$ cat src/include/logic_clk_cfg_pkg.sv
// Purpose: shared constants for the logic-clock branch configuration block
// Assumes: 16-bit registers reached over a plain strobe port, 8-bit address
// Notes:   field positions and reset values live here and nowhere else
package logic_clk_cfg_pkg;

   localparam int          ADDR_W = 8;
   localparam int          DATA_W = 16;

   // register offsets
   localparam logic [7:0]  OFS_LOGIC_DIVIDER_FORMAT = 8'h08;
   localparam logic [7:0]  OFS_DIVIDER_CONTROL      = 8'h09;
   localparam logic [7:0]  OFS_COMMON_MODE          = 8'h20;
   localparam logic [7:0]  OFS_BLOCK_STATUS         = 8'h21;

   // values after reset
   localparam logic [15:0] RST_LOGIC_DIVIDER_FORMAT = 16'h0120;
   localparam logic [15:0] RST_DIVIDER_CONTROL      = 16'h0020;
   localparam logic [15:0] RST_COMMON_MODE          = 16'h0000;

   // writable bits; the rest read as zero
   localparam logic [15:0] WMASK_LOGIC_DIVIDER_FORMAT = 16'h01ff;
   localparam logic [15:0] WMASK_DIVIDER_CONTROL      = 16'hffff;
   localparam logic [15:0] WMASK_COMMON_MODE          = 16'h000f;

   // logic_divider_format fields
   localparam int          PRE_LSB       = 6;
   localparam int          LOGIC_EN_BIT  = 5;
   localparam int          SREF_FMT_LSB  = 2;
   localparam int          CLK_FMT_LSB   = 0;

   // divider_control fields
   localparam int          BIAS_LSB      = 14;
   localparam int          SYNC_BIT      = 13;
   localparam int          PD_BIT        = 12;
   localparam int          BYP_BIT       = 11;
   localparam int          POST_LSB      = 0;

   // common mode register fields
   localparam int          CLK_CM_LSB    = 0;
   localparam int          SREF_CM_LSB   = 2;

   // codes
   localparam logic [2:0]  PRE_DIV1      = 3'h1;
   localparam logic [2:0]  PRE_DIV2      = 3'h2;
   localparam logic [2:0]  PRE_DIV4      = 3'h4;
   localparam logic [1:0]  FMT_LVDS      = 2'h0;
   localparam logic [1:0]  FMT_CML       = 2'h2;
   localparam logic [9:0]  POST_MIN      = 10'h002;

   typedef enum logic [1:0] {
      BIAS_1V3, BIAS_1V1, BIAS_1V5, BIAS_OFF
   } sref_bias_t;

endpackage : logic_clk_cfg_pkg

$ cat src/logic/clk_div_stage.sv
// Purpose: one counting stage of the logic-clock divide chain
// Assumes: step is a one-cycle enable at the stage input rate
// Notes:   tick is one cycle wide, once per ratio steps while run is high
`timescale 1ns/100ps
module clk_div_stage #(
   parameter int W = 10
) (
   input  wire logic         clk,
   input  wire logic         nrst,
   input  wire logic         run,
   input  wire logic         step,
   input  wire logic [W-1:0] ratio,
   output logic              tick
);

   logic [W-1:0] count_q;
   logic         last;

   if (W < 2) begin : g_bad_width
      $error("clk_div_stage needs W of at least 2");
   end

   // compare with >= so a ratio lowered mid-count cannot strand the counter
   assign last = count_q >= W'(ratio - W'(1));
   assign tick = run && step && last;

   always_ff @(posedge clk) begin
      if (!nrst || !run) begin
         count_q <= '0;
      end else if (step) begin
         count_q <= last ? '0 : count_q + W'(1);
      end
   end

endmodule : clk_div_stage

$ cat src/logic/out_driver_cfg.sv
// Purpose: turns a format and common-mode code into driver controls
// Assumes: enable already folds in every power-down that applies
// Notes:   outputs are registered, one cycle behind the codes
`timescale 1ns/100ps
module out_driver_cfg
   import logic_clk_cfg_pkg::*;
(
   input  wire logic       clk,
   input  wire logic       nrst,
   input  wire logic       enable,
   input  wire logic [1:0] format,
   input  wire logic [1:0] cm_code,
   output logic            lvds_on,
   output logic            cml_on,
   output logic [1:0]      cm_out,
   output logic            cm_valid
);

   logic lvds;

   assign lvds = enable && (format == FMT_LVDS);

   // reserved format codes leave both drivers off
   always_ff @(posedge clk) begin
      if (!nrst) begin
         lvds_on <= 1'b0;
         cml_on  <= 1'b0;
      end else begin
         lvds_on <= lvds;
         cml_on  <= enable && (format == FMT_CML);
      end
   end

   // common mode only matters to the lvds driver
   always_ff @(posedge clk) begin
      if (!nrst) begin
         cm_out   <= 2'h0;
         cm_valid <= 1'b0;
      end else begin
         cm_out   <= lvds ? cm_code : 2'h0;
         cm_valid <= lvds;
      end
   end

endmodule : out_driver_cfg

$ cat src/logic/logic_clock_divider_config.sv
// Purpose: configuration and divide chain of the logic-clock branch
// Assumes: clk stands in for the branch input clock
// Notes:   the divided logic clock leaves as a one-cycle enable pulse
//
// Overview of operation
// - prescale codes 1h, 2h, 4h divide by 1, 2, 4; others reserved; reset 4h
// - logic enable cleared shuts down logic clock and sref outputs entirely
// - sref output format bits 3-2: 0h lvds, 2h cml, others reserved
// - clock output format bits 1-0: 0h lvds, 2h cml, others reserved
// - sref request bias 0h 1.3V, 1h 1.1V, 2h 1.5V, 3h disabled
// - alignment bit enables sync path and capture; redundant when sref enabled
// - post-divider power-down stops post-divider, prescaler keeps running
// - bypass 0 engages post-divider, 1 takes output from prescaler directly
// - post-divider divides by code 2 to 1023; 0h and 1h reserved; reset 20h
// - lvds clock common mode follows its two-bit code, other formats ignore
//
// The address-and-strobe port is this design's own decision.
`timescale 1ns/100ps
module logic_clock_divider_config
   import logic_clk_cfg_pkg::*;
(
   input  wire logic              clk,
   input  wire logic              nrst,
   input  wire logic [ADDR_W-1:0] reg_addr,
   input  wire logic [DATA_W-1:0] reg_wdata,
   input  wire logic              reg_wr,
   input  wire logic              reg_rd,
   output logic      [DATA_W-1:0] reg_rdata,
   input  wire logic              sref_enable,
   output logic                   logic_clock_tick,
   output logic                   prescaler_active,
   output logic                   postdiv_active,
   output logic                   clk_out_lvds_on,
   output logic                   clk_out_cml_on,
   output logic      [1:0]        clk_out_cm_code,
   output logic                   clk_out_cm_valid,
   output logic                   sref_out_lvds_on,
   output logic                   sref_out_cml_on,
   output logic      [1:0]        sref_out_cm_code,
   output logic                   sref_out_cm_valid,
   output logic                   sref_bias_enable,
   output logic      [1:0]        sref_bias_select,
   output logic                   sync_path_enable,
   output logic                   capture_permit
);

   logic [DATA_W-1:0] fmt_reg_q;
   logic [DATA_W-1:0] ctl_reg_q;
   logic [DATA_W-1:0] cm_reg_q;
   logic [DATA_W-1:0] status_word;
   logic [DATA_W-1:0] rdata_d;

   logic [2:0]        logic_prescale;
   logic              logic_en;
   logic [1:0]        logic_sref_out_format;
   logic [1:0]        logic_clock_out_format;
   sref_bias_t        sref_request_bias;
   logic              sync_en;
   logic              logic_postdiv_powerdown;
   logic              logic_postdiv_bypass;
   logic [9:0]        logic_postdiv_value;
   logic [1:0]        logic_clock_out_common_mode;
   logic [1:0]        logic_sref_out_common_mode;

   logic              pre_ok;
   logic              post_ok;
   logic [2:0]        pre_ratio;
   logic              pre_run;
   logic              post_run;
   logic              pre_tick;
   logic              post_tick;
   logic              out_tick;

   // field views
   assign logic_prescale          = fmt_reg_q[PRE_LSB +: 3];
   assign logic_en                = fmt_reg_q[LOGIC_EN_BIT];
   assign logic_sref_out_format   = fmt_reg_q[SREF_FMT_LSB +: 2];
   assign logic_clock_out_format  = fmt_reg_q[CLK_FMT_LSB +: 2];
   assign sref_request_bias       = sref_bias_t'(ctl_reg_q[BIAS_LSB +: 2]);
   assign sync_en                 = ctl_reg_q[SYNC_BIT];
   assign logic_postdiv_powerdown = ctl_reg_q[PD_BIT];
   assign logic_postdiv_bypass    = ctl_reg_q[BYP_BIT];
   assign logic_postdiv_value     = ctl_reg_q[POST_LSB +: 10];
   assign logic_clock_out_common_mode = cm_reg_q[CLK_CM_LSB +: 2];
   assign logic_sref_out_common_mode  = cm_reg_q[SREF_CM_LSB +: 2];

   // register writes; read-only bits are masked so they always read zero
   always_ff @(posedge clk) begin
      if (!nrst) begin
         fmt_reg_q <= RST_LOGIC_DIVIDER_FORMAT;
      end else if (reg_wr && reg_addr == OFS_LOGIC_DIVIDER_FORMAT) begin
         fmt_reg_q <= reg_wdata & WMASK_LOGIC_DIVIDER_FORMAT;
      end
   end

   // undisclosed bit 10 is stored as written; software keeps it 0
   always_ff @(posedge clk) begin
      if (!nrst) begin
         ctl_reg_q <= RST_DIVIDER_CONTROL;
      end else if (reg_wr && reg_addr == OFS_DIVIDER_CONTROL) begin
         ctl_reg_q <= reg_wdata & WMASK_DIVIDER_CONTROL;
      end
   end

   always_ff @(posedge clk) begin
      if (!nrst) begin
         cm_reg_q <= RST_COMMON_MODE;
      end else if (reg_wr && reg_addr == OFS_COMMON_MODE) begin
         cm_reg_q <= reg_wdata & WMASK_COMMON_MODE;
      end
   end

   assign status_word = {10'h000, sref_enable, sync_path_enable,
                         postdiv_active, prescaler_active,
                         !post_ok, !pre_ok};

   always_comb begin
      unique case (reg_addr)
         OFS_LOGIC_DIVIDER_FORMAT: rdata_d = fmt_reg_q;
         OFS_DIVIDER_CONTROL:      rdata_d = ctl_reg_q;
         OFS_COMMON_MODE:          rdata_d = cm_reg_q;
         OFS_BLOCK_STATUS:         rdata_d = status_word;
         default:                  rdata_d = '0;
      endcase
   end

   // read data stands only in the cycle after the strobe
   always_ff @(posedge clk) begin
      if (!nrst) begin
         reg_rdata <= '0;
      end else begin
         reg_rdata <= reg_rd ? rdata_d : '0;
      end
   end

   // prescale decode; a reserved code stops the chain rather than guess
   always_comb begin
      pre_ok    = 1'b1;
      pre_ratio = 3'h4;
      unique case (logic_prescale)
         PRE_DIV1: pre_ratio = 3'h1;
         PRE_DIV2: pre_ratio = 3'h2;
         PRE_DIV4: pre_ratio = 3'h4;
         default:  pre_ok    = 1'b0;
      endcase
   end

   assign post_ok  = logic_postdiv_value >= POST_MIN;
   assign pre_run  = logic_en && pre_ok;
   // power-down stops only the post stage; the prescaler keeps counting
   assign post_run = pre_run && post_ok
                     && !logic_postdiv_powerdown;

   // ratio 1 wraps on every step, so each step ticks: plain pass-through
   clk_div_stage #(
      .W     (3)
   ) u_prescale (
      .clk   (clk),
      .nrst  (nrst),
      .run   (pre_run),
      .step  (1'b1),
      .ratio (pre_ratio),
      .tick  (pre_tick)
   );

   clk_div_stage #(
      .W     (10)
   ) u_postdiv (
      .clk   (clk),
      .nrst  (nrst),
      .run   (post_run),
      .step  (pre_tick),
      .ratio (logic_postdiv_value),
      .tick  (post_tick)
   );

   // bypass takes the prescaler pulse straight to the output
   assign out_tick = logic_postdiv_bypass ? pre_tick
                                          : post_tick;

   always_ff @(posedge clk) begin
      if (!nrst) begin
         logic_clock_tick <= 1'b0;
      end else begin
         logic_clock_tick <= logic_en && out_tick;
      end
   end

   always_ff @(posedge clk) begin
      if (!nrst) begin
         prescaler_active <= 1'b0;
         postdiv_active   <= 1'b0;
      end else begin
         prescaler_active <= pre_run;
         postdiv_active   <= post_run;
      end
   end

   out_driver_cfg u_clk_driver (
      .clk      (clk),
      .nrst     (nrst),
      .enable   (logic_en),
      .format   (logic_clock_out_format),
      .cm_code  (logic_clock_out_common_mode),
      .lvds_on  (clk_out_lvds_on),
      .cml_on   (clk_out_cml_on),
      .cm_out   (clk_out_cm_code),
      .cm_valid (clk_out_cm_valid)
   );

   out_driver_cfg u_sref_driver (
      .clk      (clk),
      .nrst     (nrst),
      .enable   (logic_en),
      .format   (logic_sref_out_format),
      .cm_code  (logic_sref_out_common_mode),
      .lvds_on  (sref_out_lvds_on),
      .cml_on   (sref_out_cml_on),
      .cm_out   (sref_out_cm_code),
      .cm_valid (sref_out_cm_valid)
   );

   // bias code passes as is; code 3h turns the internal bias off
   always_ff @(posedge clk) begin
      if (!nrst) begin
         sref_bias_enable <= 1'b1;
         sref_bias_select <= 2'h0;
      end else begin
         sref_bias_enable <= sref_request_bias != BIAS_OFF;
         sref_bias_select <= sref_request_bias;
      end
   end

   // sref enable already opens the sync path, so the bit adds nothing then
   always_ff @(posedge clk) begin
      if (!nrst) begin
         sync_path_enable <= 1'b0;
         capture_permit   <= 1'b0;
      end else begin
         sync_path_enable <= sync_en || sref_enable;
         capture_permit   <= sync_en || sref_enable;
      end
   end
endmodule : logic_clock_divider_config

$ cat config.mk
export PLATFORM = sky130hd
export DESIGN_NAME = logic_clock_divider_config
export DESIGN_NICKNAME = d
export VERILOG_FILES = /design/src/include/logic_clk_cfg_pkg.sv /design/src/logic/clk_div_stage.sv /design/src/logic/out_driver_cfg.sv /design/src/logic/logic_clock_divider_config.sv
export SDC_FILE = /design/constraint.sdc
export NUM_CORES = 1
export LEC_CHECK = 0
export ABC_AREA = 1
export ABC_CLOCK_PERIOD_IN_PS = 2990
export BUFFER_PORTS_ARGS = -buffer_cell sky130_fd_sc_hd__buf_2
export CORE_ASPECT_RATIO = 0.75
export CORE_MARGIN = 3
export CORE_UTILIZATION = 32
export CTS_CLUSTER_SIZE = 16
export DETAILED_ROUTE_END_ITERATION = 7
export MAX_ROUTING_LAYER = met4
export SLEW_MARGIN = 30
export SYNTH_ARGS = -nofsm -noshare
export SYNTH_HDL_FRONTEND = slang
export SYNTH_SLANG_ARGS = --single-unit
$ cat constraint.sdc
create_clock -name clk -period 2.99 [get_ports clk]
set_clock_uncertainty 0.15 [all_clocks]
set_input_delay 0.598 -clock clk [delete_from_list [all_inputs] [get_ports clk]]
set_output_delay 0.598 -clock clk [all_outputs]
set_load 0.02 [all_outputs]
==> metrics.txt <==
status=complete, no violations; startpoint types=flip-flop; die area=0.01234 mm²; worst hold path class=reg2reg; clk sinks=73; n_diodes=0; number of enable flip-flop cells after synthesis=0; Post-CTS Setup Bufs=0; DR vias/cell=4.684; Worst EP required=3.06 ns; GR peak layer=met1; site row count=32; H-Tree Depth=3; Via Count=3204; die width=127.3 µm; CTS tree=yes; Pre-antenna DRT Iters=4; fillers=1090; gpl congestion=0.9275; IO Port Bufs=62; core area=0.01053 mm²; Reg2Reg Setup Slack=0.41 ns; post-route setup TNS=0 ns; largest net degree at the start of global routing=33; count leader, synth=nand2_1; Skew-Pair Late Insertion Delay=0.33 ns; top post-synthesis cells by count=nand2_1 (114), dfxtp_1 (73), inv_1 (61), nor2_1 (61), nor3_1 (29); IO Count=63; Slew @ Worst Pin=0.4332 ns; Hold Crit Start=ctl_reg_q[15]; number of global-route vias before repair=2985; drt drc=0; Fin. Hold Viols=0; Synth cell types=36; die outline height=96.97 µm; max_slew headroom=0.7105; leakage power=2.048 nW; post-synthesis sequential area ratio=0.4139; Area Growth Syn to Fin=20.38%; met2 Usage GRT=0.2030; top post-synthesis cells by area=dfxtp_1 (41%), nand2_1 (12%), ha_1 (6.7%); average cell area after synthesis=7.356 µm²; Crit Path Max Fanout=7; Initial Utilization=0.3353; Setup Crit Path Kind=reg2reg; Yosys top cell by area=dfxtp_1; Clock Path Buffers=2; Routed Antenna Nets=0; Critical Path Source=ctl_reg_q[0]; initial antenna violation count=0; Yosys warnings=0; final worst-path cycle share=0.8638; fin nets=591; Worst R2R Start=ctl_reg_q[0]; DR WL/cell=13.13 µm; hold-fix buffers at CTS=0; Total Routed Length=8.982 mm; final period demand of the worst path=2.583 ns; total CTS buffers=9; Worst setup EP type=flip-flop; pwr dens=554.6 mW/mm²; Overflow after GRT=0; Global Route Usage Sum=0.1575; syn nets=528; share of cells above drive strength 1=0.1953; Clock Tree Root=clkbuf_16; synthesized flop and latch total=73; fin util=0.4036; RSZ-0062 raised after global routing=no; post-synthesis cell area=0.003531 mm²; number of DRC markers in iteration 0=232; post-synthesis cell count=480; # resized after CTS=0; Max Cap Violations=0; final setup violation count=0; Worst-path clk slew=0.06 ns; global-route wire length before repair=14.98 mm; arrival time worst endpoint=2.65 ns; final hold slack=0.2616 ns; grt met1 use=0.2284; VDD IR max=0.2878 mV; top_reg_cell synth=dfxtp_1; Max Clk Rate=0.3872 GHz; post-synth top area share=0.4139; Async SR Flop Fraction=0; max-slew violation total from the final report=0; DP Wirelength=6.971 mm; met3 Usage GRT=0.04912
==> power by group <==
group / internal [mW] / total (mW) / switching, mW
Sequential: 1.00 / 1.02 / 0.0251
Combinational: 0.0859 / 0.258 / 0.172
Clock: 0.670 / 1.07 / 0.404
==> logic make-up (layout without fill, tap and decap cells) <==
family,count (synthesis),after routing,synth area share
compound gates,50,50,0.08576
fa+ha+maj,19,19,0.06733
buf+inv,80,148,0.09638
xor+xnor,12,12,0.02977
simple gates,246,246,0.3069
flops,73,73,0.4139
==> flip-flops by register name (all words and copies together) (netlist names), 2 cells and up <==
register	count
u_prescale.count_q	3
reg_rdata	16
ctl_reg_q	16
cm_reg_q	4
u_sref_driver.cm_out	2
u_clk_driver.cm_out	2
sref_bias_select	2
u_postdiv.count_q	10
fmt_reg_q	9
==> path summary, 6_finish.rpt <==
path | endpoint | cells after the start
worst min register to register | sref_bias_enable | 1
worst max register to register | u_postdiv.count_q[5] | 13
worst max-delay path | u_postdiv.count_q[5] | 13
worst min-delay path | sref_bias_enable | 1
==> area by class of cell <==
cell class	instances	area (µm²)	share of cell area
sequential	73	1461	0.3438
inverter	67	251.5	0.05917
multi-input combinational	327	1729	0.4068
tap	136	170.2	0.04004
clock buffer	10	239.0	0.05623
clock inverter	6	66.31	0.01560
timing repair buffer	65	332.8	0.07830
==> layer usage <==
metal	up-vias	share of wire
met1	1438	0.51
met4	0	0.017
met5	-	0
met3	11	0.092
li1	1649	-
met2	106	0.38
==> placed cells by master (no fill, tap or decap), types with 3 or more instances in the layout <==
cell type  synthesis  final
nand3_2            3      3
inv_2              6      6
clkbuf_16          0      9
nand2_1          114    114
inv_1             61     61
nor2_1            61     61
o21ai_0           13     13
o22ai_1            6      6
xor2_1             8      8
nand4_1            4      4
xnor2_1            4      4
dfxtp_1           73     73
buf_4              3      3
nor2_4             3      3
nor2_2             4      4
nor3_1            29     29
nand2_2            3      3
buf_2              5     62
ha_1              19     19
nand3_1           19     19
a21oi_1           20     20
==> per-stage QoR <==
step           instances  cell area [µm²]  total power [mW]  worst slack [ns]
2_1_floorplan        480             3531             1.238            0.7707
3_3_place_gp         668             3945             1.299            0.5402
3_5_place_dp         668             3945             1.302            0.4392
4_1_cts              684             4250             2.381            0.4196
5_1_grt              684             4250             2.483            0.2097
6_report             684             4250             2.357            0.4071
==> worst max-delay path, stage by stage, from the launching register on <==
cell and delay (ns):
dfxtp_1 0.30, inv_1 0.21, ha_1 0.25, nand4_1 0.16, nor3_1 0.23, xor2_1 0.11
ha_1 0.28, nand2_1 0.06, nor2_1 0.16, nand3_1 0.12, nand2_1 0.12, nor2_4 0.06
o21ai_4 0.20, nor2_1 0.06
Note: power is estimated with default switching activity, not from simulation.
